<file path="config.mk">
export PLATFORM = sky130hd
export DESIGN_NAME = pewc_host
export DESIGN_NICKNAME = d
export VERILOG_FILES = /design/src/pewc_host_fix.sv /design/src/pewc_pkg.sv /design/src/pewc_host.sv /design/src/pewc_pbuf.sv
export SDC_FILE = /design/constraint.sdc
export NUM_CORES = 1
export LEC_CHECK = 0
export ABC_CLOCK_PERIOD_IN_PS = 3350
export BUFFER_PORTS_ARGS = -buffer_cell sky130_fd_sc_hd__buf_2
export CAP_MARGIN = 10
export CORE_MARGIN = 2
export CORE_UTILIZATION = 60
export CTS_BUF_LIST = sky130_fd_sc_hd__clkbuf_4 sky130_fd_sc_hd__clkbuf_8 sky130_fd_sc_hd__clkbuf_16
export DETAILED_ROUTE_END_ITERATION = 16
export GPL_TIMING_DRIVEN = 1
export PLACE_DENSITY = 0.77
export SYNTH_ARGS = -nofsm -noshare
export SYNTH_HDL_FRONTEND = slang
export SYNTH_SLANG_ARGS = --single-unit
</file>
<file path="constraint.sdc">
create_clock -name CLK -period 3.35 [get_ports CLK]
set_input_delay 0.335 -clock CLK [delete_from_list [all_inputs] [get_ports CLK]]
set_output_delay 0.335 -clock CLK [all_outputs]
set_load 0.03 [all_outputs]
</file>
<file path="src/pewc_host_fix.sv">
// Holds no logic; the host controller lives in pewc_host.sv

</file>
<file path="src/pewc_pkg.sv">
// Constants, timing counts and types for the parallel EEPROM host controller
package pewc_pkg;

   // Geometry of the memory behind the pins
   localparam int unsigned ADDR_W     = 13;
   localparam int unsigned DATA_W     = 8;
   localparam int unsigned PAGE_BYTES = 64;
   localparam int unsigned IDX_W      = 6;
   localparam int unsigned LEN_W      = 7;
   localparam int unsigned PAGE_LSB   = 6;
   localparam logic [6:0]  ID_PAGE    = 7'h7f;   // Area 1FC0H..1FFFH
   localparam int unsigned POLL_BIT   = 7;
   localparam int unsigned TOGGLE_BIT = 6;
   localparam int unsigned CMD_BYTES  = 3;

   // Clock and printed times
   localparam int unsigned CLK_MHZ    = 100;
   localparam int unsigned T_AS_NS    = 20;      // Setup before strobe
   localparam int unsigned T_WP_NS    = 100;     // Write pulse width, min
   localparam int unsigned T_WPH_NS   = 50;      // Pulse high and holds, min
   localparam int unsigned T_ACC_NS   = 150;     // Read access, max
   localparam int unsigned T_DF_NS    = 50;      // Output float, max
   localparam int unsigned T_BLC_US   = 150;     // Byte load window, max
   localparam int unsigned T_WC_MS    = 10;      // Write cycle, max
   localparam int unsigned T_POR_MS   = 5;       // Power-on lockout

   // Least times round up, the load window rounds down
   function automatic int unsigned ns_up(input int unsigned ns);
      return (ns * CLK_MHZ + 999) / 1000;
   endfunction

   localparam int unsigned AS_CYC  = ns_up(T_AS_NS);
   localparam int unsigned WP_CYC  = ns_up(T_WP_NS);
   localparam int unsigned WPH_CYC = ns_up(T_WPH_NS);
   localparam int unsigned ACC_CYC = ns_up(T_ACC_NS);
   localparam int unsigned DF_CYC  = ns_up(T_DF_NS);
   localparam int unsigned BLC_CYC = T_BLC_US * CLK_MHZ;
   localparam int unsigned WC_CYC  = T_WC_MS * 1000 * CLK_MHZ;
   localparam int unsigned POR_CYC = T_POR_MS * 1000 * CLK_MHZ;
   localparam int unsigned TMR_W   = 21;

   // Lock command sequences, three address/data pairs, first pair low
   localparam logic [38:0] LOCK_ON_ADDR  = {13'h0003, 13'h0002, 13'h0001};
   localparam logic [23:0] LOCK_ON_DATA  = {8'h33, 8'h22, 8'h11};
   localparam logic [38:0] LOCK_OFF_ADDR = {13'h0003, 13'h0002, 13'h0001};
   localparam logic [23:0] LOCK_OFF_DATA = {8'h66, 8'h55, 8'h44};

   // User commands
   typedef enum logic [1:0] {
      OP_READ     = 2'h0,
      OP_WRITE    = 2'h1,
      OP_LOCK_ON  = 2'h2,
      OP_LOCK_OFF = 2'h3
   } pewc_op_t;

   // Bus sequencer, Gray codes along write then poll
   typedef enum logic [2:0] {
      ST_IDLE  = 3'h0,
      ST_SETUP = 3'h1,
      ST_WLOW  = 3'h3,
      ST_WHIGH = 3'h2,
      ST_RLOW  = 3'h6,
      ST_REND  = 3'h7
   } pewc_state_t;

endpackage

</file>
<file path="src/pewc_host.sv">
// Host controller driving the pins of a byte-wide parallel EEPROM
`timescale 1ns/1ps
module pewc_host #(
   parameter int unsigned BLC_CYC       = pewc_pkg::BLC_CYC,
   parameter int unsigned WC_CYC        = pewc_pkg::WC_CYC,
   parameter int unsigned POR_CYC       = pewc_pkg::POR_CYC,
   parameter logic [38:0] LOCK_ON_ADDR  = pewc_pkg::LOCK_ON_ADDR,
   parameter logic [23:0] LOCK_ON_DATA  = pewc_pkg::LOCK_ON_DATA,
   parameter logic [38:0] LOCK_OFF_ADDR = pewc_pkg::LOCK_OFF_ADDR,
   parameter logic [23:0] LOCK_OFF_DATA = pewc_pkg::LOCK_OFF_DATA
) (
   // Clock and reset
   input  wire logic        CLK,
   input  wire logic        ARST_N,
   // Supply monitor
   input  wire logic        SUPPLY_GOOD,
   // Command port
   input  wire logic        CMD_VALID,
   output logic             CMD_READY,
   input  wire logic [1:0]  CMD_OP,
   input  wire logic [12:0] CMD_ADDR,
   input  wire logic [6:0]  CMD_LEN,
   input  wire logic        CMD_ID,
   input  wire logic        LOCK_USE,
   // Page data load
   input  wire logic        BUF_WE,
   input  wire logic [5:0]  BUF_IDX,
   input  wire logic [7:0]  BUF_DATA,
   // Answer
   output logic             RSP_VALID,
   output logic [7:0]       RSP_DATA,
   output logic             RSP_ERR,
   // Memory pins
   output logic             EE_CS_N,
   output logic             EE_OE_N,
   output logic             EE_WE_N,
   output logic [12:0]      EE_ADDR,
   output logic             EE_ID_HV,
   input  wire logic [7:0]  EE_DQ_I,
   output logic [7:0]       EE_DQ_O,
   output logic             EE_DQ_OE
);

   localparam logic [20:0] WC_LIM = 21'(WC_CYC);

   // Pick entry i of a packed command table
   function automatic logic [12:0] pick_a(input logic [38:0] v,
                                          input logic [5:0] i);
      return v[13*i +: 13];
   endfunction
   function automatic logic [7:0] pick_d(input logic [23:0] v,
                                         input logic [5:0] i);
      return v[8*i +: 8];
   endfunction
   // Short timer load values
   function automatic logic [20:0] tload(input int unsigned c);
      return 21'(c - 1);
   endfunction

   pewc_pkg::pewc_state_t st_ff, nxt_st;
   pewc_pkg::pewc_op_t    op_ff, nxt_op;
   logic [20:0] tmr_ff, nxt_tmr, wc_ff, nxt_wc, por_ff, nxt_por;
   logic [12:0] base_ff, nxt_base, addr_ff, nxt_addr;
   logic [6:0]  len_ff, nxt_len;
   logic [5:0]  idx_ff, nxt_idx;
   logic [7:0]  dq_ff, nxt_dq, rsp_d_ff, nxt_rsp_d;
   logic        cmd_ph_ff, nxt_cmd_ph, poll_ff, nxt_poll;
   logic        prev_ok_ff, nxt_prev_ok, prev6_ff, nxt_prev6;
   logic        id_ff, nxt_id, rdy_ff, nxt_rdy, rv_ff, nxt_rv;
   logic        err_ff, nxt_err, cs_ff, nxt_cs, oe_ff, nxt_oe;
   logic        we_ff, nxt_we, dqoe_ff, nxt_dqoe, por_ok_ff, nxt_por_ok;
   logic [7:0]  buf_q, cur_d;
   logic [12:0] cur_a;
   logic [5:0]  lo_a;
   logic        pair_ok_ff, nxt_pair_ok;

   pewc_pbuf #(
      .DEPTH (pewc_pkg::PAGE_BYTES),
      .AW    (pewc_pkg::IDX_W),
      .DW    (pewc_pkg::DATA_W)
   ) u_pbuf (
      .clk     (CLK),
      .wr_en   (BUF_WE),
      .wr_idx  (BUF_IDX),
      .wr_data (BUF_DATA),
      .rd_idx  (idx_ff),
      .rd_data (buf_q)
   );

   // Power-on lockout; a supply dip restarts the wait
   always_comb begin
      nxt_por    = por_ff;
      nxt_por_ok = por_ok_ff;
      if (!SUPPLY_GOOD) begin
         nxt_por    = '0;
         nxt_por_ok = 1'b0;
      end else if (por_ff == 21'(POR_CYC)) begin
         nxt_por_ok = 1'b1;
      end else begin
         nxt_por = por_ff + 21'h000001;
      end
   end

   always_ff @(posedge CLK or negedge ARST_N) begin
      if (!ARST_N) begin
         por_ff    <= '0;
         por_ok_ff <= 1'b0;
      end else begin
         por_ff    <= nxt_por;
         por_ok_ff <= nxt_por_ok;
      end
   end

   // Byte of the current step: command table or page buffer
   always_comb begin
      lo_a = 6'(base_ff[5:0] + idx_ff);
      if (cmd_ph_ff) begin
         cur_a = (op_ff == pewc_pkg::OP_LOCK_OFF) ?
                 pick_a(LOCK_OFF_ADDR, idx_ff) : pick_a(LOCK_ON_ADDR, idx_ff);
         cur_d = (op_ff == pewc_pkg::OP_LOCK_OFF) ?
                 pick_d(LOCK_OFF_DATA, idx_ff) : pick_d(LOCK_ON_DATA, idx_ff);
      end else begin
         // Page bits never move inside one load
         cur_a = {id_ff ? pewc_pkg::ID_PAGE : base_ff[12:6], lo_a};
         cur_d = buf_q;
      end
   end

   // Sequencer: strobed byte loads, then toggle-bit polling
   always_comb begin
      nxt_st = st_ff;   nxt_op = op_ff;     nxt_tmr = tmr_ff;
      nxt_wc = wc_ff;   nxt_base = base_ff; nxt_addr = addr_ff;
      nxt_len = len_ff; nxt_idx = idx_ff;   nxt_dq = dq_ff;
      nxt_cmd_ph = cmd_ph_ff; nxt_poll = poll_ff; nxt_prev_ok = prev_ok_ff;
      nxt_prev6 = prev6_ff;   nxt_id = id_ff;     nxt_rdy = 1'b0;
      nxt_rv = 1'b0;    nxt_rsp_d = rsp_d_ff; nxt_err = err_ff;
      nxt_cs = 1'b1;    nxt_oe = 1'b1;      nxt_we = 1'b1;
      nxt_dqoe = 1'b0;
      if (poll_ff && wc_ff != WC_LIM) begin
         nxt_wc = wc_ff + 21'h000001;
      end
      if (st_ff != pewc_pkg::ST_IDLE && tmr_ff != '0) begin
         nxt_tmr = tmr_ff - 21'h000001;
      end
      unique case (st_ff)
         pewc_pkg::ST_IDLE: begin
            nxt_rdy = por_ok_ff;
            nxt_id  = 1'b0;
            if (CMD_VALID && rdy_ff) begin
               nxt_rdy = 1'b0;
               nxt_op = pewc_pkg::pewc_op_t'(CMD_OP);
               nxt_base = CMD_ADDR;
               nxt_len = (CMD_LEN == '0) ? 7'h01 : CMD_LEN;
               nxt_idx = '0;
               nxt_poll = 1'b0;
               nxt_prev_ok = 1'b0;
               nxt_wc = '0;
               nxt_err = 1'b0;
               nxt_id = CMD_ID & CMD_OP[1] == 1'b0;
               // Prefix writes when lock is in use
               nxt_cmd_ph = CMD_OP[1] | (CMD_OP[0] & LOCK_USE);
               if (CMD_OP == pewc_pkg::OP_READ) begin
                  nxt_addr = CMD_ID ? {pewc_pkg::ID_PAGE, CMD_ADDR[5:0]} :
                             CMD_ADDR;
                  nxt_st = pewc_pkg::ST_RLOW;
                  nxt_tmr = tload(pewc_pkg::ACC_CYC);
               end else begin
                  nxt_st = pewc_pkg::ST_SETUP;
                  nxt_tmr = tload(pewc_pkg::AS_CYC);
               end
            end
         end
         pewc_pkg::ST_SETUP: begin
            // Output enable stays high while loading
            nxt_cs = 1'b0;
            nxt_addr = cur_a;
            nxt_dq = cur_d;
            nxt_dqoe = 1'b1;
            if (tmr_ff == '0) begin
               nxt_st = pewc_pkg::ST_WLOW;
               nxt_we = 1'b0;
               nxt_tmr = tload(pewc_pkg::WP_CYC);
            end
         end
         pewc_pkg::ST_WLOW: begin
            // Address and data held still across the pulse
            nxt_cs = 1'b0;
            nxt_dqoe = 1'b1;
            nxt_we = 1'b0;
            if (tmr_ff == '0) begin
               nxt_we = 1'b1;
               nxt_st = pewc_pkg::ST_WHIGH;
               nxt_tmr = tload(pewc_pkg::WPH_CYC);
            end
         end
         pewc_pkg::ST_WHIGH: begin
            // Hold covers address and data hold after the rising strobe
            nxt_cs = 1'b0;
            nxt_dqoe = 1'b1;
            if (tmr_ff == '0) begin
               nxt_cs = 1'b1;
               nxt_dqoe = 1'b0;
               nxt_idx = idx_ff + 6'h01;
               nxt_st = pewc_pkg::ST_SETUP;
               nxt_tmr = tload(pewc_pkg::AS_CYC);
               // Bytes follow back to back, far inside the window
               if (cmd_ph_ff && idx_ff == 6'(pewc_pkg::CMD_BYTES - 1)) begin
                  nxt_cmd_ph = 1'b0;
                  nxt_idx = '0;
                  if (op_ff != pewc_pkg::OP_WRITE) begin
                     nxt_poll = 1'b1;
                  end
               end else if (!cmd_ph_ff && 7'(idx_ff) == len_ff - 7'h01) begin
                  nxt_poll = 1'b1;
               end
               if (nxt_poll) begin
                  // Poll the last byte written
                  nxt_st = pewc_pkg::ST_REND;
                  nxt_tmr = tload(pewc_pkg::DF_CYC);
               end
            end
         end
         pewc_pkg::ST_RLOW: begin
            nxt_cs = 1'b0;
            nxt_oe = 1'b0;
            if (tmr_ff == '0) begin
               nxt_cs = 1'b1;
               nxt_oe = 1'b1;
               nxt_rsp_d = EE_DQ_I;
               nxt_prev6 = EE_DQ_I[pewc_pkg::TOGGLE_BIT];
               nxt_prev_ok = 1'b1;
               nxt_st = pewc_pkg::ST_REND;
               nxt_tmr = tload(pewc_pkg::DF_CYC);
            end
         end
         pewc_pkg::ST_REND: begin
            // Wait for the device to float before any further drive
            if (tmr_ff == '0) begin
               if (!poll_ff) begin
                  nxt_rv = 1'b1;
                  nxt_st = pewc_pkg::ST_IDLE;
               end else if (pair_ok_ff) begin
                  nxt_poll = 1'b0;
                  nxt_rv = 1'b1;
                  nxt_st = pewc_pkg::ST_IDLE;
               end else if (wc_ff == WC_LIM) begin
                  nxt_poll = 1'b0;
                  nxt_err = 1'b1;
                  nxt_rv = 1'b1;
                  nxt_st = pewc_pkg::ST_IDLE;
               end else begin
                  nxt_st = pewc_pkg::ST_RLOW;
                  nxt_tmr = tload(pewc_pkg::ACC_CYC);
               end
            end
         end
         default: begin
            nxt_st = pewc_pkg::ST_IDLE;
         end
      endcase
   end

   // Two equal toggle bits in a row mark the end of programming;
   // the first read of a command has no partner, so it never ends it
   always_comb begin
      nxt_pair_ok = pair_ok_ff;
      if (st_ff == pewc_pkg::ST_IDLE) begin
         nxt_pair_ok = 1'b0;
      end else if (st_ff == pewc_pkg::ST_RLOW && tmr_ff == '0) begin
         nxt_pair_ok = prev_ok_ff &&
                       (EE_DQ_I[pewc_pkg::TOGGLE_BIT] == prev6_ff);
      end
   end

   always_ff @(posedge CLK or negedge ARST_N) begin
      if (!ARST_N) begin
         pair_ok_ff <= 1'b0;
      end else begin
         pair_ok_ff <= nxt_pair_ok;
      end
   end

   always_ff @(posedge CLK or negedge ARST_N) begin
      if (!ARST_N) begin
         st_ff <= pewc_pkg::ST_IDLE;  op_ff <= pewc_pkg::OP_READ;
         tmr_ff <= '0;  wc_ff <= '0;  base_ff <= '0;  addr_ff <= '0;
         len_ff <= 7'h01;  idx_ff <= '0;  dq_ff <= '0;  cmd_ph_ff <= 1'b0;
         poll_ff <= 1'b0;  prev_ok_ff <= 1'b0;  prev6_ff <= 1'b0;
         id_ff <= 1'b0;  rdy_ff <= 1'b0;  rv_ff <= 1'b0;  rsp_d_ff <= '0;
         err_ff <= 1'b0;  cs_ff <= 1'b1;  oe_ff <= 1'b1;  we_ff <= 1'b1;
         dqoe_ff <= 1'b0;
      end else begin
         st_ff <= nxt_st;  op_ff <= nxt_op;
         tmr_ff <= nxt_tmr;  wc_ff <= nxt_wc;  base_ff <= nxt_base;
         addr_ff <= nxt_addr;  len_ff <= nxt_len;  idx_ff <= nxt_idx;
         dq_ff <= nxt_dq;  cmd_ph_ff <= nxt_cmd_ph;  poll_ff <= nxt_poll;
         prev_ok_ff <= nxt_prev_ok;  prev6_ff <= nxt_prev6;
         id_ff <= nxt_id;  rdy_ff <= nxt_rdy;  rv_ff <= nxt_rv;
         rsp_d_ff <= nxt_rsp_d;  err_ff <= nxt_err;  cs_ff <= nxt_cs;
         oe_ff <= nxt_oe;  we_ff <= nxt_we;  dqoe_ff <= nxt_dqoe;
      end
   end

   // Pins and answers straight from flip-flops
   assign CMD_READY = rdy_ff;
   assign RSP_VALID = rv_ff;
   assign RSP_DATA  = rsp_d_ff;
   assign RSP_ERR   = err_ff;
   assign EE_CS_N   = cs_ff;
   assign EE_OE_N   = oe_ff;
   assign EE_WE_N   = we_ff;
   assign EE_ADDR   = addr_ff;
   assign EE_ID_HV  = id_ff;
   assign EE_DQ_O   = dq_ff;
   assign EE_DQ_OE  = dqoe_ff;

   // Cycles since the last rising strobe of one load
   logic [20:0] gap_ff, nxt_gap;
   always_comb begin
      nxt_gap = '0;
      if (st_ff != pewc_pkg::ST_IDLE && !poll_ff && we_ff) begin
         nxt_gap = gap_ff + 21'h000001;
      end
   end
   always_ff @(posedge CLK or negedge ARST_N) begin
      if (!ARST_N) begin
         gap_ff <= '0;
      end else begin
         gap_ff <= nxt_gap;
      end
   end
endmodule // pewc_host

</file>
<file path="src/pewc_pbuf.sv">
// Page data buffer: 64 bytes, one write port, registered read
`timescale 1ns/1ps
module pewc_pbuf #(
   parameter int unsigned DEPTH = 64,
   parameter int unsigned AW    = 6,
   parameter int unsigned DW    = 8
) (
   // Clock
   input  wire logic          clk,
   // Write side
   input  wire logic          wr_en,
   input  wire logic [AW-1:0] wr_idx,
   input  wire logic [DW-1:0] wr_data,
   // Read side
   input  wire logic [AW-1:0] rd_idx,
   output logic      [DW-1:0] rd_data
);

   logic [DW-1:0] mem [DEPTH];

   // Storage has no reset; the host fills it before each page
   always_ff @(posedge clk) begin
      if (wr_en) begin
         mem[wr_idx] <= wr_data;
      end
      rd_data <= mem[rd_idx];
   end

endmodule // pewc_pbuf

</file>
# After elaboration in Yosys (flattened, before gate mapping)

Memories as Yosys holds them, arrays and structs flattened. A register that Yosys moved wholly into a read port is not among the register bits.
Index checks and enable logic that the tools add are counted.

Reduce and logical (&&, ||, !) cells: 32
$add $sub $neg: 6
Bitwise logic cells: 4
Multiplexer cells: 85
Shifts and indexed selects: 3
Multiply operators: 1
Equality and inequality tests: 26

Operators with widths:

| operator                    | count |
|---|---|
| $mux W21                    | 14 |
| $pmux W21 S5                | 1 |
| $mux W13                    | 4 |
| $shiftx A24 B10 Y8 const A  | 2 |
| $add A21 B1 Y21 const B     | 2 |
| $shiftx A39 B11 Y13 const A | 1 |
| $mux W1                     | 36 |
| $mux W3                     | 12 |
| $pmux W13 S2                | 1 |
| $ne A2 B2 Y1 const B        | 12 |
| $eq A21 B19 Y1 const B      | 1 |
| $eq A21 B20 Y1 const B      | 1 |
| $logic_not A21 Y1           | 1 |
| $ne A21 B20 Y1 const B      | 1 |
| $reduce_bool A21 Y1         | 1 |
| $sub A21 B1 Y21 const B     | 1 |
| $mux W6                     | 3 |
| $pmux W3 S6                 | 1 |
| $mux W8                     | 2 |
| $mux W7                     | 2 |
| $pmux W1 S2                 | 6 |
| $pmux W6 S2                 | 1 |
| $reduce_and A6 Y1           | 2 |
| $mul A4 B6 Y10 const A      | 1 |
| other kinds (27)            | 48 |

Word-level logic and storage cells: 183
Bits in registers: 137
Memories: 1
Bits of input ports: 51
Output and inout port bits: 37
RAM bits: 512

Memory list:

| memory     | depth | width | read ports | clocked after memory_dff | write ports | RTL line        | source |
|---|---|---|---|---|---|---|---|
| u_pbuf.mem | 64    | 8     | 1          | 1                        | 1           | pewc_pbuf.sv:19 | `logic [DW-1:0] mem [DEPTH];` |

# Longest topological paths before layout

Gate-level depths: netlist of run 1.

Word-level depth: 10
Gate-level depth with buffers: 11
Mapped depth without buffers: 9

# Modules after synthesis

A second synthesis of run 1 with hierarchy kept.

Cells, all modules: 1712
Area, all modules: 27244.9 µm²

By module, submodules not included:

| module    | seq. area each (µm²) | cells each | area each (µm²) | instances |
|---|---|---|---|---|
| pewc_pbuf | 15534.9              | 940        | 20156.8         | 1 |
| pewc_host | 3408.3               | 772        | 7088.0          | 1 |

# Least setup slack after synthesis of run 1

Ideal clock, no wire load.

Kind: reg2reg
Start: reg idx_ff[0]
End: reg u_pbuf.rd_data[0], read port of u_pbuf.mem
Stages on the path, launching flop included: 8
Period minus slack after synthesis: 2.704 ns
Required time: 3.230 ns
Library setup time: 0.120 ns
Slack: 0.646 ns
Arrival: 2.584 ns
Path through: dfrtp_1 -> clkbuf_1 -> clkbuf_1 -> buf_1 -> mux4_2 -> mux4_2 -> a22oi_1 -> nand2_1

RTL lines:

| item                     | RTL line         | source |
|---|---|---|
| start: declaration       | pewc_host.sv:65  | `logic [5:0] idx_ff, nxt_idx;` |
| start signal: assignment | pewc_host.sv:295 | `addr_ff <= nxt_addr; len_ff <= nxt_len; idx_ff <= nxt_idx;` |
| end: declaration         | pewc_pbuf.sv:16  | `output logic [DW-1:0] rd_data` |

==> results.txt, run 1 <==
- TritonCTS created 67 clock buffers.
- Counting flops and latches in the post-synthesis netlist gives 656.
- Worst-path clk slew: 0.06 ns
- At the pin with the least slew margin, the transition time is 1.236 ns.
- The number of nets handed over by synthesis was 1695.
- Port bufs: 87
- Number of different library cells in the post-synthesis netlist: 66
- Placed cell count: 2263
- The number of antenna diodes in the final layout is 0.
- After filler insertion, the fill cell instance count of the layout stands at 2791.
* Number of nets at the end of the flow: 1832
- WS Path Type: flip-flop to flip-flop
- The most used flip-flop cell after synthesis is sky130_fd_sc_hd__edfxtp_1.
- Total negative slack: 0 ns
- Cell with the largest stage delay on the worst path: sky130_fd_sc_hd__dfrtp_4
- Leakage power: 0.01062 uW
* Power density over cell area: 542.6 nW/um2
- Across every metal layer, demand over resource in global routing totals 0.2675.
* Post-CTS Setup Bufs: 0
* Vias: 15440
- In the synthesized netlist the async set-or-reset flop fraction comes to 0.2073.
- Setup slack, reg-to-reg: 0.50 ns
* Largest net degree at the start of global routing: 73
- IR analysis of the VDD net gives a maximum drop of 449.2 uV.
* Arrival time reported for the critical path endpoint: 3.31 ns
- Share of power burned in combinational logic: 0.019
* Worst slew margin: 0.1758
* Ratio of routed vias to standard cells: 6.402
* Cts hold-fix bufs: 25
* Area of the die: 46770 um2
- Sum of buffers and inverters on the critical path: 2
- Die span in x: 216.3 um
- For this run, the register share of the synthesized area comes to 0.7007.
- Summed over all layers, the routed wires come to 60.84 mm.
- The internal power of the cells totals 13420 uW.
- Initial drt markers: 1963
* Family of cells with the greatest summed delay on the critical path: multiplexers
- Endpoint type of the worst setup path: flip-flop
- Total I/O pin count: 88
- ANT nets after route: 0
- The Yosys step of the flow raised 0 warnings.
- Cell count after synthesis: 1630
- In the final layout, the share of cells above drive strength 1 is 0.2374.
* Count of max-cap constraint violations: 0
- The final count of hold timing violations was 0.
- Initial antenna violation count: 0
- Layout-stage area growth over the synthesis result: 14.28%
* First-pass iteration count of the detailed router: 7
- In this run, post-CTS repair resized a total of 0 instances.
- TritonCTS clock tree: built
- Counting flops with a built-in enable in the synthesized netlist gives 512.
- The final count of pins violating max slew is 0.
* Clock root buffer: sky130_fd_sc_hd__clkbuf_16
* Clk_lat worst skew: 0.60 ns
- The critical path goes through buf_12 > buf_12 > mux4_2 > mux4_2 > a22oi_1 > nand2_1.
* Placer's final routability congestion estimate: 0.9134
- HPWL after detailed placement: 36.46 mm
- The initial utilization of the core area, before any placement, comes to 0.6101.
- Clock Power Share: 0.453
- Final worst-path cycle share: 0.8493
* Run status: completed
- Final design instance area without fill: 30900 um2
* Number of global-route vias before repair: 15580
* Minimum clock period: 2.845 ns
* Mean post-synth cell area: 16.59 um2
* Required time of the critical path: 3.81 ns
- Along the worst path, the maximum fanout reaches 23.
- Setup repair after global routing left no endpoint under its margin.
- The mapped netlist covers 27040 um2.
* Crit Reg-Reg Startpoint: idx_ff[0]
- The clock tree synthesis step divided the H-tree into 3 levels.
- The worst register-to-register path has a depth of 6.
- In this design, the stage delay of the slowest critical-path cell is 0.77 ns.
- Switch share: 0.1997
* Logic depth of the worst setup path including buffers: 6
* Layout Skew: 0.02360 ns
- CORE AREA: 44320 um2
- The total overflow left after global routing is 0.
- Standard-cell row count: 77
- Startpoint type of the worst setup path: flip-flop
- The worst register-to-register path ends at u_pbuf.rd_data[6].
* Final cell count without fillers: 2412
- After detailed routing, the number of remaining DRC violations is 0.
- Per-cell routed wire length: 25.23 um
* Upper clock frequency limit: 351.5 MHz
- Area after detailed placement: 28340 um2
* Class of the tightest hold or removal check: input pin to flip-flop
* Sink count of the clock tree: 656
- Summed over all nets, the switching power comes to 3348 uW.
- Crit path from: idx_ff[0]
- In this run the worst setup path terminates at u_pbuf.rd_data[6].
- Maximum number of buffers from clock root to sink: 3
- Global-route wire length before repair: 93.95 mm
- Setup violations remaining at the end of the flow were counted as 0.
* Die height: 216.3 um
* Power share of the sequential group: 0.528
## worst reg2reg max path: stages, from the launching register on
cell	delay, ns
sky130_fd_sc_hd__dfrtp_4	0.77
sky130_fd_sc_hd__buf_12	0.25
sky130_fd_sc_hd__buf_12	0.18
sky130_fd_sc_hd__mux4_2	0.56
sky130_fd_sc_hd__mux4_2	0.53
sky130_fd_sc_hd__a22oi_1	0.34
sky130_fd_sc_hd__nand2_1	0.09
## layer usage
metal / track usage / vias up / part of all wire
li1: - / 6595 / -
met1: 0.3799 / 7882 / 0.39
met2: 0.4357 / 836 / 0.50
met3: 0.04463 / 129 / 0.085
met4: 0.07831 / 0 / 0.026
met5: 0 / - / 0
## registers in the layout, indices dropped and copies added, names as in the netlist, 2 cells and up
register and count:
u_pbuf.mem 512, EE_DQ_O 8, wc_ff 21, base_ff 13, RSP_DATA 8, por_ff 21, EE_ADDR 13, op_ff 2
st_ff 3, idx_ff 6, tmr_ff 21, u_pbuf.rd_data 8, len_ff 7
## layout by cell type, fill, tap and decap left out, types with 8 or more instances in the layout
master                            n
sky130_fd_sc_hd__edfxtp_1       512
sky130_fd_sc_hd__clkinv_2        12
sky130_fd_sc_hd__mux2_2           8
sky130_fd_sc_hd__inv_1           30
sky130_fd_sc_hd__o31ai_1         10
sky130_fd_sc_hd__buf_12          14
sky130_fd_sc_hd__buf_4           27
sky130_fd_sc_hd__mux4_2         160
sky130_fd_sc_hd__ha_1            13
sky130_fd_sc_hd__dlygate4sd3_1   25
sky130_fd_sc_hd__o21ai_0         59
sky130_fd_sc_hd__nor2b_1         13
sky130_fd_sc_hd__nand4_1         16
sky130_fd_sc_hd__and2_1          19
sky130_fd_sc_hd__nor2_1         132
sky130_fd_sc_hd__a22oi_1         18
sky130_fd_sc_hd__nand2_1        132
sky130_fd_sc_hd__nand3_1         32
sky130_fd_sc_hd__xnor2_1         48
sky130_fd_sc_hd__nand2b_1        13
sky130_fd_sc_hd__clkbuf_4        14
sky130_fd_sc_hd__dfxtp_1          8
sky130_fd_sc_hd__or3_1           14
sky130_fd_sc_hd__nor4_1          11
sky130_fd_sc_hd__xor2_1          16
sky130_fd_sc_hd__buf_2           86
sky130_fd_sc_hd__nor3_1          22
sky130_fd_sc_hd__clkbuf_16       69
sky130_fd_sc_hd__a21oi_1         29
sky130_fd_sc_hd__dfrtp_1        128
## stage by stage
step                utilization  setup WS [ns]  hold WS (ns)  total power [uW]
global route             0.6971         0.3255       0.01881             17200
detailed placement       0.6394         0.4918        0.4068              9299
CTS                      0.6962         0.4677      0.001125             16860
global placement         0.6394         0.5148        0.3989              9282
floorplan                     -         0.6461       0.03941              9084
finish                   0.6971         0.5048       0.03567             16770
## cell type report
cell class | count | area [um2] | area share
sequential | 656 | 18950 | 0.6135
multi-input combinational | 859 | 7647 | 0.2475
clock buffer | 88 | 1901 | 0.06152
timing repair buffer | 153 | 1175 | 0.03803
tap | 592 | 740.7 | 0.02397
clock inverter | 34 | 366.6 | 0.01187
inverter | 30 | 112.6 | 0.003645
## worst min path at each step
stage               start           to  slack (ns)  cells after the start
2_1_floorplan      ARST_N    CMD_READY        0.04                      0
3_3_place_gp       ARST_N    tmr_ff[7]        0.40                      1
3_5_place_dp       ARST_N    tmr_ff[6]        0.41                      1
4_1_cts        CMD_LEN[1]    len_ff[1]       0.001                      3
5_1_grt        EE_DQ_I[6]  RSP_DATA[6]        0.02                      2
6_report       CMD_LEN[3]    len_ff[3]        0.04                      3
## synthesized netlist by cell type, types with 5 or more instances
master                     number  area (um2)
sky130_fd_sc_hd__dfrtp_1      132        3303
sky130_fd_sc_hd__nand2_1      132       495.5
sky130_fd_sc_hd__dfxtp_1        8       160.2
sky130_fd_sc_hd__buf_1         12       45.04
sky130_fd_sc_hd__nand3_1       32       160.2
sky130_fd_sc_hd__o21ai_0       59       295.3
sky130_fd_sc_hd__or3_1         14       87.58
sky130_fd_sc_hd__nor2b_1       13       81.33
sky130_fd_sc_hd__nor4_1        11       68.82
sky130_fd_sc_hd__o311ai_0       6       52.55
sky130_fd_sc_hd__inv_1         30       112.6
sky130_fd_sc_hd__xor2_1        16       140.1
sky130_fd_sc_hd__xnor2_1       48       420.4
sky130_fd_sc_hd__edfxtp_1     512       15370
sky130_fd_sc_hd__mux2_2         8       90.09
sky130_fd_sc_hd__nand4_1       16       100.1
sky130_fd_sc_hd__nor4b_1        6       52.55
sky130_fd_sc_hd__mux4_2       160        3603
sky130_fd_sc_hd__nand2b_1      13       81.33
sky130_fd_sc_hd__a22oi_1       18       135.1
sky130_fd_sc_hd__a21o_1         7       52.55
sky130_fd_sc_hd__ha_1          13       162.7
sky130_fd_sc_hd__o211ai_1       5       37.54
sky130_fd_sc_hd__and3_1         7       43.79
sky130_fd_sc_hd__nor2_1       133       499.2
sky130_fd_sc_hd__nor3_1        22       110.1
sky130_fd_sc_hd__or4_1          6       45.04
sky130_fd_sc_hd__buf_2         11       55.05
sky130_fd_sc_hd__and2_1        19       118.9
sky130_fd_sc_hd__a21oi_1       29       145.1
sky130_fd_sc_hd__clkbuf_1      60       225.2
sky130_fd_sc_hd__o31ai_1       10       75.07
## logic make-up after synthesis
kind of cell	synth area share
xor+xnor	0.02073
fa+ha+maj	0.006757
buf+inv	0.01675
flops	0.7007
compound gates	0.03925
simple gates	0.07849
mux	0.1374
## power by group through the flow
stage	combinational, uW	sequential, uW	clock (uW)
2_1_floorplan	70.6	9010	0
3_3_place_gp	265	9020	0
3_5_place_dp	279	9020	0
4_1_cts	304	8850	7700
5_1_grt	338	8850	8010
6_report	311	8850	7600
Power figures use the tool's default switching activity.
==> run 2: changes to the inputs <==
--- a/config.mk
+++ b/config.mk
@@ -5,7 +5,7 @@
 export SDC_FILE = /design/constraint.sdc
 export NUM_CORES = 1
 export LEC_CHECK = 0
-export ABC_CLOCK_PERIOD_IN_PS = 3350
+export ABC_CLOCK_PERIOD_IN_PS = 2710
 export BUFFER_PORTS_ARGS = -buffer_cell sky130_fd_sc_hd__buf_2
 export CAP_MARGIN = 10
 export CORE_MARGIN = 2
==> constraint.sdc (replaced) <==
create_clock -name CLK -period 2.71 [get_ports CLK]
set_input_delay 0.271 -clock CLK [delete_from_list [all_inputs] [get_ports CLK]]
set_output_delay 0.271 -clock CLK [all_outputs]
set_load 0.03 [all_outputs]
==> run 2 against run 1 <==
  * Register-to-register slack worse by 0.32 ns
  * Combinational power increased by 30%
  * Count of clock-buffer cells in the layout up 2
  * Sequential share of layout area shrank 1.2 points
  * Utilization up 1.4 points
  * Clock power is 16% higher
  * Clock skew decreased by 0.0072 ns
  * Critical endpoint is now tmr_ff[2]
==> results.txt, run 2 (synthesis gave the netlist of run 1 again) <==
- The count of standard-cell rows was 77 (unchanged).
* TritonCTS clock tree: built
- Largest net degree at the start of global routing: 65 (-11%)
* Worst slew margin: 0.1990 (+0.02314)
- Clock Power Share: 0.437 (-0.016)
* Class of the tightest hold or removal check: input pin to flip-flop
* Final total power: 20150 uW (+20%)
- Final setup violation count: 0 (unchanged)
* GRT met2 Usage: 0.4280 (-0.007692)
- Clk_lat worst skew: 0.60 ns (about the same)
- Leakage power: 0.01105 uW (+4.0%)
* Post-CTS Setup Bufs: 0 (unchanged)
- Leading cell types in the layout, fill and taps excluded: sky130_fd_sc_hd__edfxtp_1 (512), sky130_fd_sc_hd__mux4_2 (160), sky130_fd_sc_hd__nor2_1 (132), sky130_fd_sc_hd__nand2_1 (132), sky130_fd_sc_hd__dfrtp_1 (128)
- The run finished with clean final reports.
- The register with the most flip-flops in the final layout is u_pbuf.mem.
- Startpoint type of the worst setup path: flip-flop
- Initial drt markers: 1609 (-18%)
- Total area of multi-input combinational cells: 7651 um2 (about the same)
- Layout-stage area growth over the synthesis result: 16.57%
- Port bufs: 87 (unchanged)
* Worst-Margin Slew: 1.202 ns (-0.03472 ns)
* WS Path Type: flip-flop to flip-flop
* Net load switching power: 4036 uW (+21%)
* Proportion of layout cells with a drive suffix above 1: 0.2686 (+0.03126)
- The final count of hold timing violations came to 0 (unchanged).
- The share of total power in sequential cells was 0.543 (+0.015).
* Starting Density: 0.6101 (unchanged)
- Cell with the largest stage delay on the worst path: sky130_fd_sc_hd__or4b_4
- The post-route clock skew came to 0.01636 ns (-0.007235 ns).
* Critical Path Max Stage Delay: 0.48 ns (-0.29 ns)
- Number of global-route vias before repair: 15870 (+1.9%)
* Power density over cell area: 639.4 nW/um2 (+18%)
* Share of power burned in combinational logic: 0.020 (about the same)
- Register area: 18950 um2 (unchanged)
- STA classifies the critical path endpoint as a flip-flop.
* Cell-by-cell trace of the critical path: inv_1 > ha_1 > or4b_4 > nor3_2 > nand2_1 > o32a_1 > or3_1 > a22o_1
* Leftover overflow at the end of global routing: 0 (unchanged)
- Die span in x: 216.3 um (unchanged)
- Setup repair after global routing left no endpoint under its margin.
- Final design instance area without fill: 31520 um2 (+2.0%)
* Vias: 15480 (+0.23%)
* Met1 track demand over resource in global routing: 0.3598 (-0.02007)
- Per-cell routed wire length: 23.88 um (-5.3%)
- The final antenna diode count was 0 (unchanged).
- The area enclosed by the die boundary was 46770 um2 (unchanged).
- The count of antenna-violating nets left after detailed routing came to 0 (unchanged).
* Most common cell after layout, fill and taps aside: sky130_fd_sc_hd__edfxtp_1
* Clock root buffer: sky130_fd_sc_hd__clkbuf_16
- Die height: 216.3 um (unchanged)
- The number of detailed-routing iterations run before antenna repair came to 6 (-1).
- Remaining routing DRC violations: 0 (unchanged)
- The internal power summed over all cells is 16120 uW (+20%).
- Ratio of routed vias to standard cells: 6.196 (-3.2%)
- The number of flip-flops in the largest register came to 512 (unchanged).
- CORE AREA: 44320 um2 (unchanged)
- Total I/O pin count: 88 (unchanged)
* Arrival time reported for the critical path endpoint: 3.00 ns (-0.31 ns)
- Worst-path clk slew: 0.06 ns (about the same)
- The final weighted congestion of routability-driven global placement was 0.9042 (-1.0%).
- The post-place instance area is 29100 um2 (+2.7%).
- Minimum clock period: 2.529 ns (-0.3164 ns)
- Total negative slack: 0 ns (unchanged)
- The top fanout value on the critical path is 3 (-87%).
* Fill cell instance count of the final layout: 2722 (-2.5%)
* Maximum number of buffers from clock root to sink: 3 (unchanged)
- HPWL after detailed placement: 37.91 mm (+4.0%)
- The number of H-tree levels came to 3 (unchanged).
* TritonCTS buffer count: 67 (unchanged)
* Global-route wire length before repair: 91.91 mm (-2.2%)
* Worst IR Drop VDD: 659.8 uV (+47%)
- Initial antenna violation count: 0 (unchanged)
- The routing usage on met3 was 0.05347 (+0.008842).
* All-layer global routing usage: 0.2613 (-0.006209)
- Number of nets at the end of the flow: 1921 (+4.9%)
- The clock sink count was 656 (unchanged).
* Switch share: 0.2003 (+0.0005984)
- Top Usage Layer GRT: met2
* Required time of the critical path: 3.18 ns (-0.63 ns)
* Count of max-cap constraint violations: 0 (unchanged)
- Upper clock frequency limit: 395.4 MHz (+13%)
- The share of the clock period used by the worst path after layout is 0.9332 (+0.08384).
- Total wirelength of the detailed-routed design: 59.66 mm (-1.9%)
- The share of the core filled with cells came to 0.7111 (+0.01397).
* Final Max Slew Viols: 0 (unchanged)
==> run 2: metal layers <==
metal / wire length, um / vias up
met5: 0 / -
met4: 1456 / 0
met3: 4849 / 111
met2: 29630 / 711
met1: 23730 / 7875
li1: - / 6780
==> run 2: cell type report <==
class / instances / area share
well taps: 592 / 0.02350
repair buffers: 242 / 0.06166
clock buffers: 90 / 0.06058
inverters: 30 / 0.003573
multi-input cells: 859 / 0.2428
flip-flops and latches: 656 / 0.6014
clock inverters: 29 / 0.006511
==> run 2: final timing paths <==
path	to	depth (start not counted)	from	slack [ns]
worst max-delay path	tmr_ff[2]	8	tmr_ff[0]	0.18
worst min-delay path	cmd_ph_ff	3	LOCK_USE	0.03
worst max register to register	tmr_ff[2]	8	tmr_ff[0]	0.18
worst min register to register	EE_ADDR[7]	2	EE_ADDR[7]	0.48
max in group asynchronous	por_ff[17]	3	ARST_N	1.64
min in group asynchronous	tmr_ff[17]	2	ARST_N	0.22
==> run 2: timing repair <==
| action | in CTS | in global routing |
|---|---|---|
| gates resized for setup | 0 | 1 |
| hold endpoints to repair | 98 | 0 |
| endpoints found under the setup margin | 0 | 18 |
| hold buffers | 30 | 0 |
==> run 2: power groups by stage <==
stage               clock network [uW]  logic, uW  registers, uW
detailed placement                   0        368          11100
floorplan                            0       87.3          11100
global route                      9320        439          10900
finish                            8810        403          10900
CTS                               8950        404          10900
global placement                     0        351          11100
==> run 2: metrics by stage <==
step	hold WS, ns	instances	setup WS [ns]
3_3_place_gp	0.2971	2349	0.1419
3_5_place_dp	0.3025	2349	0.1101
6_report	0.03439	2498	0.1811
5_1_grt	0.02867	2498	0.06660
2_1_floorplan	-0.02459	1630	0.006111
4_1_cts	0.001493	2498	0.08791
==> run 2: critical path, delay by kind of cell (launching register included) <==
family	cells	cell delay [ns]
DFF	1	0.38
and+or+nand+nor	4	1.21
buffers and inverters	1	0.09
adders and majority gates	1	0.17
AOI/OAI and AO/OA	2	0.57
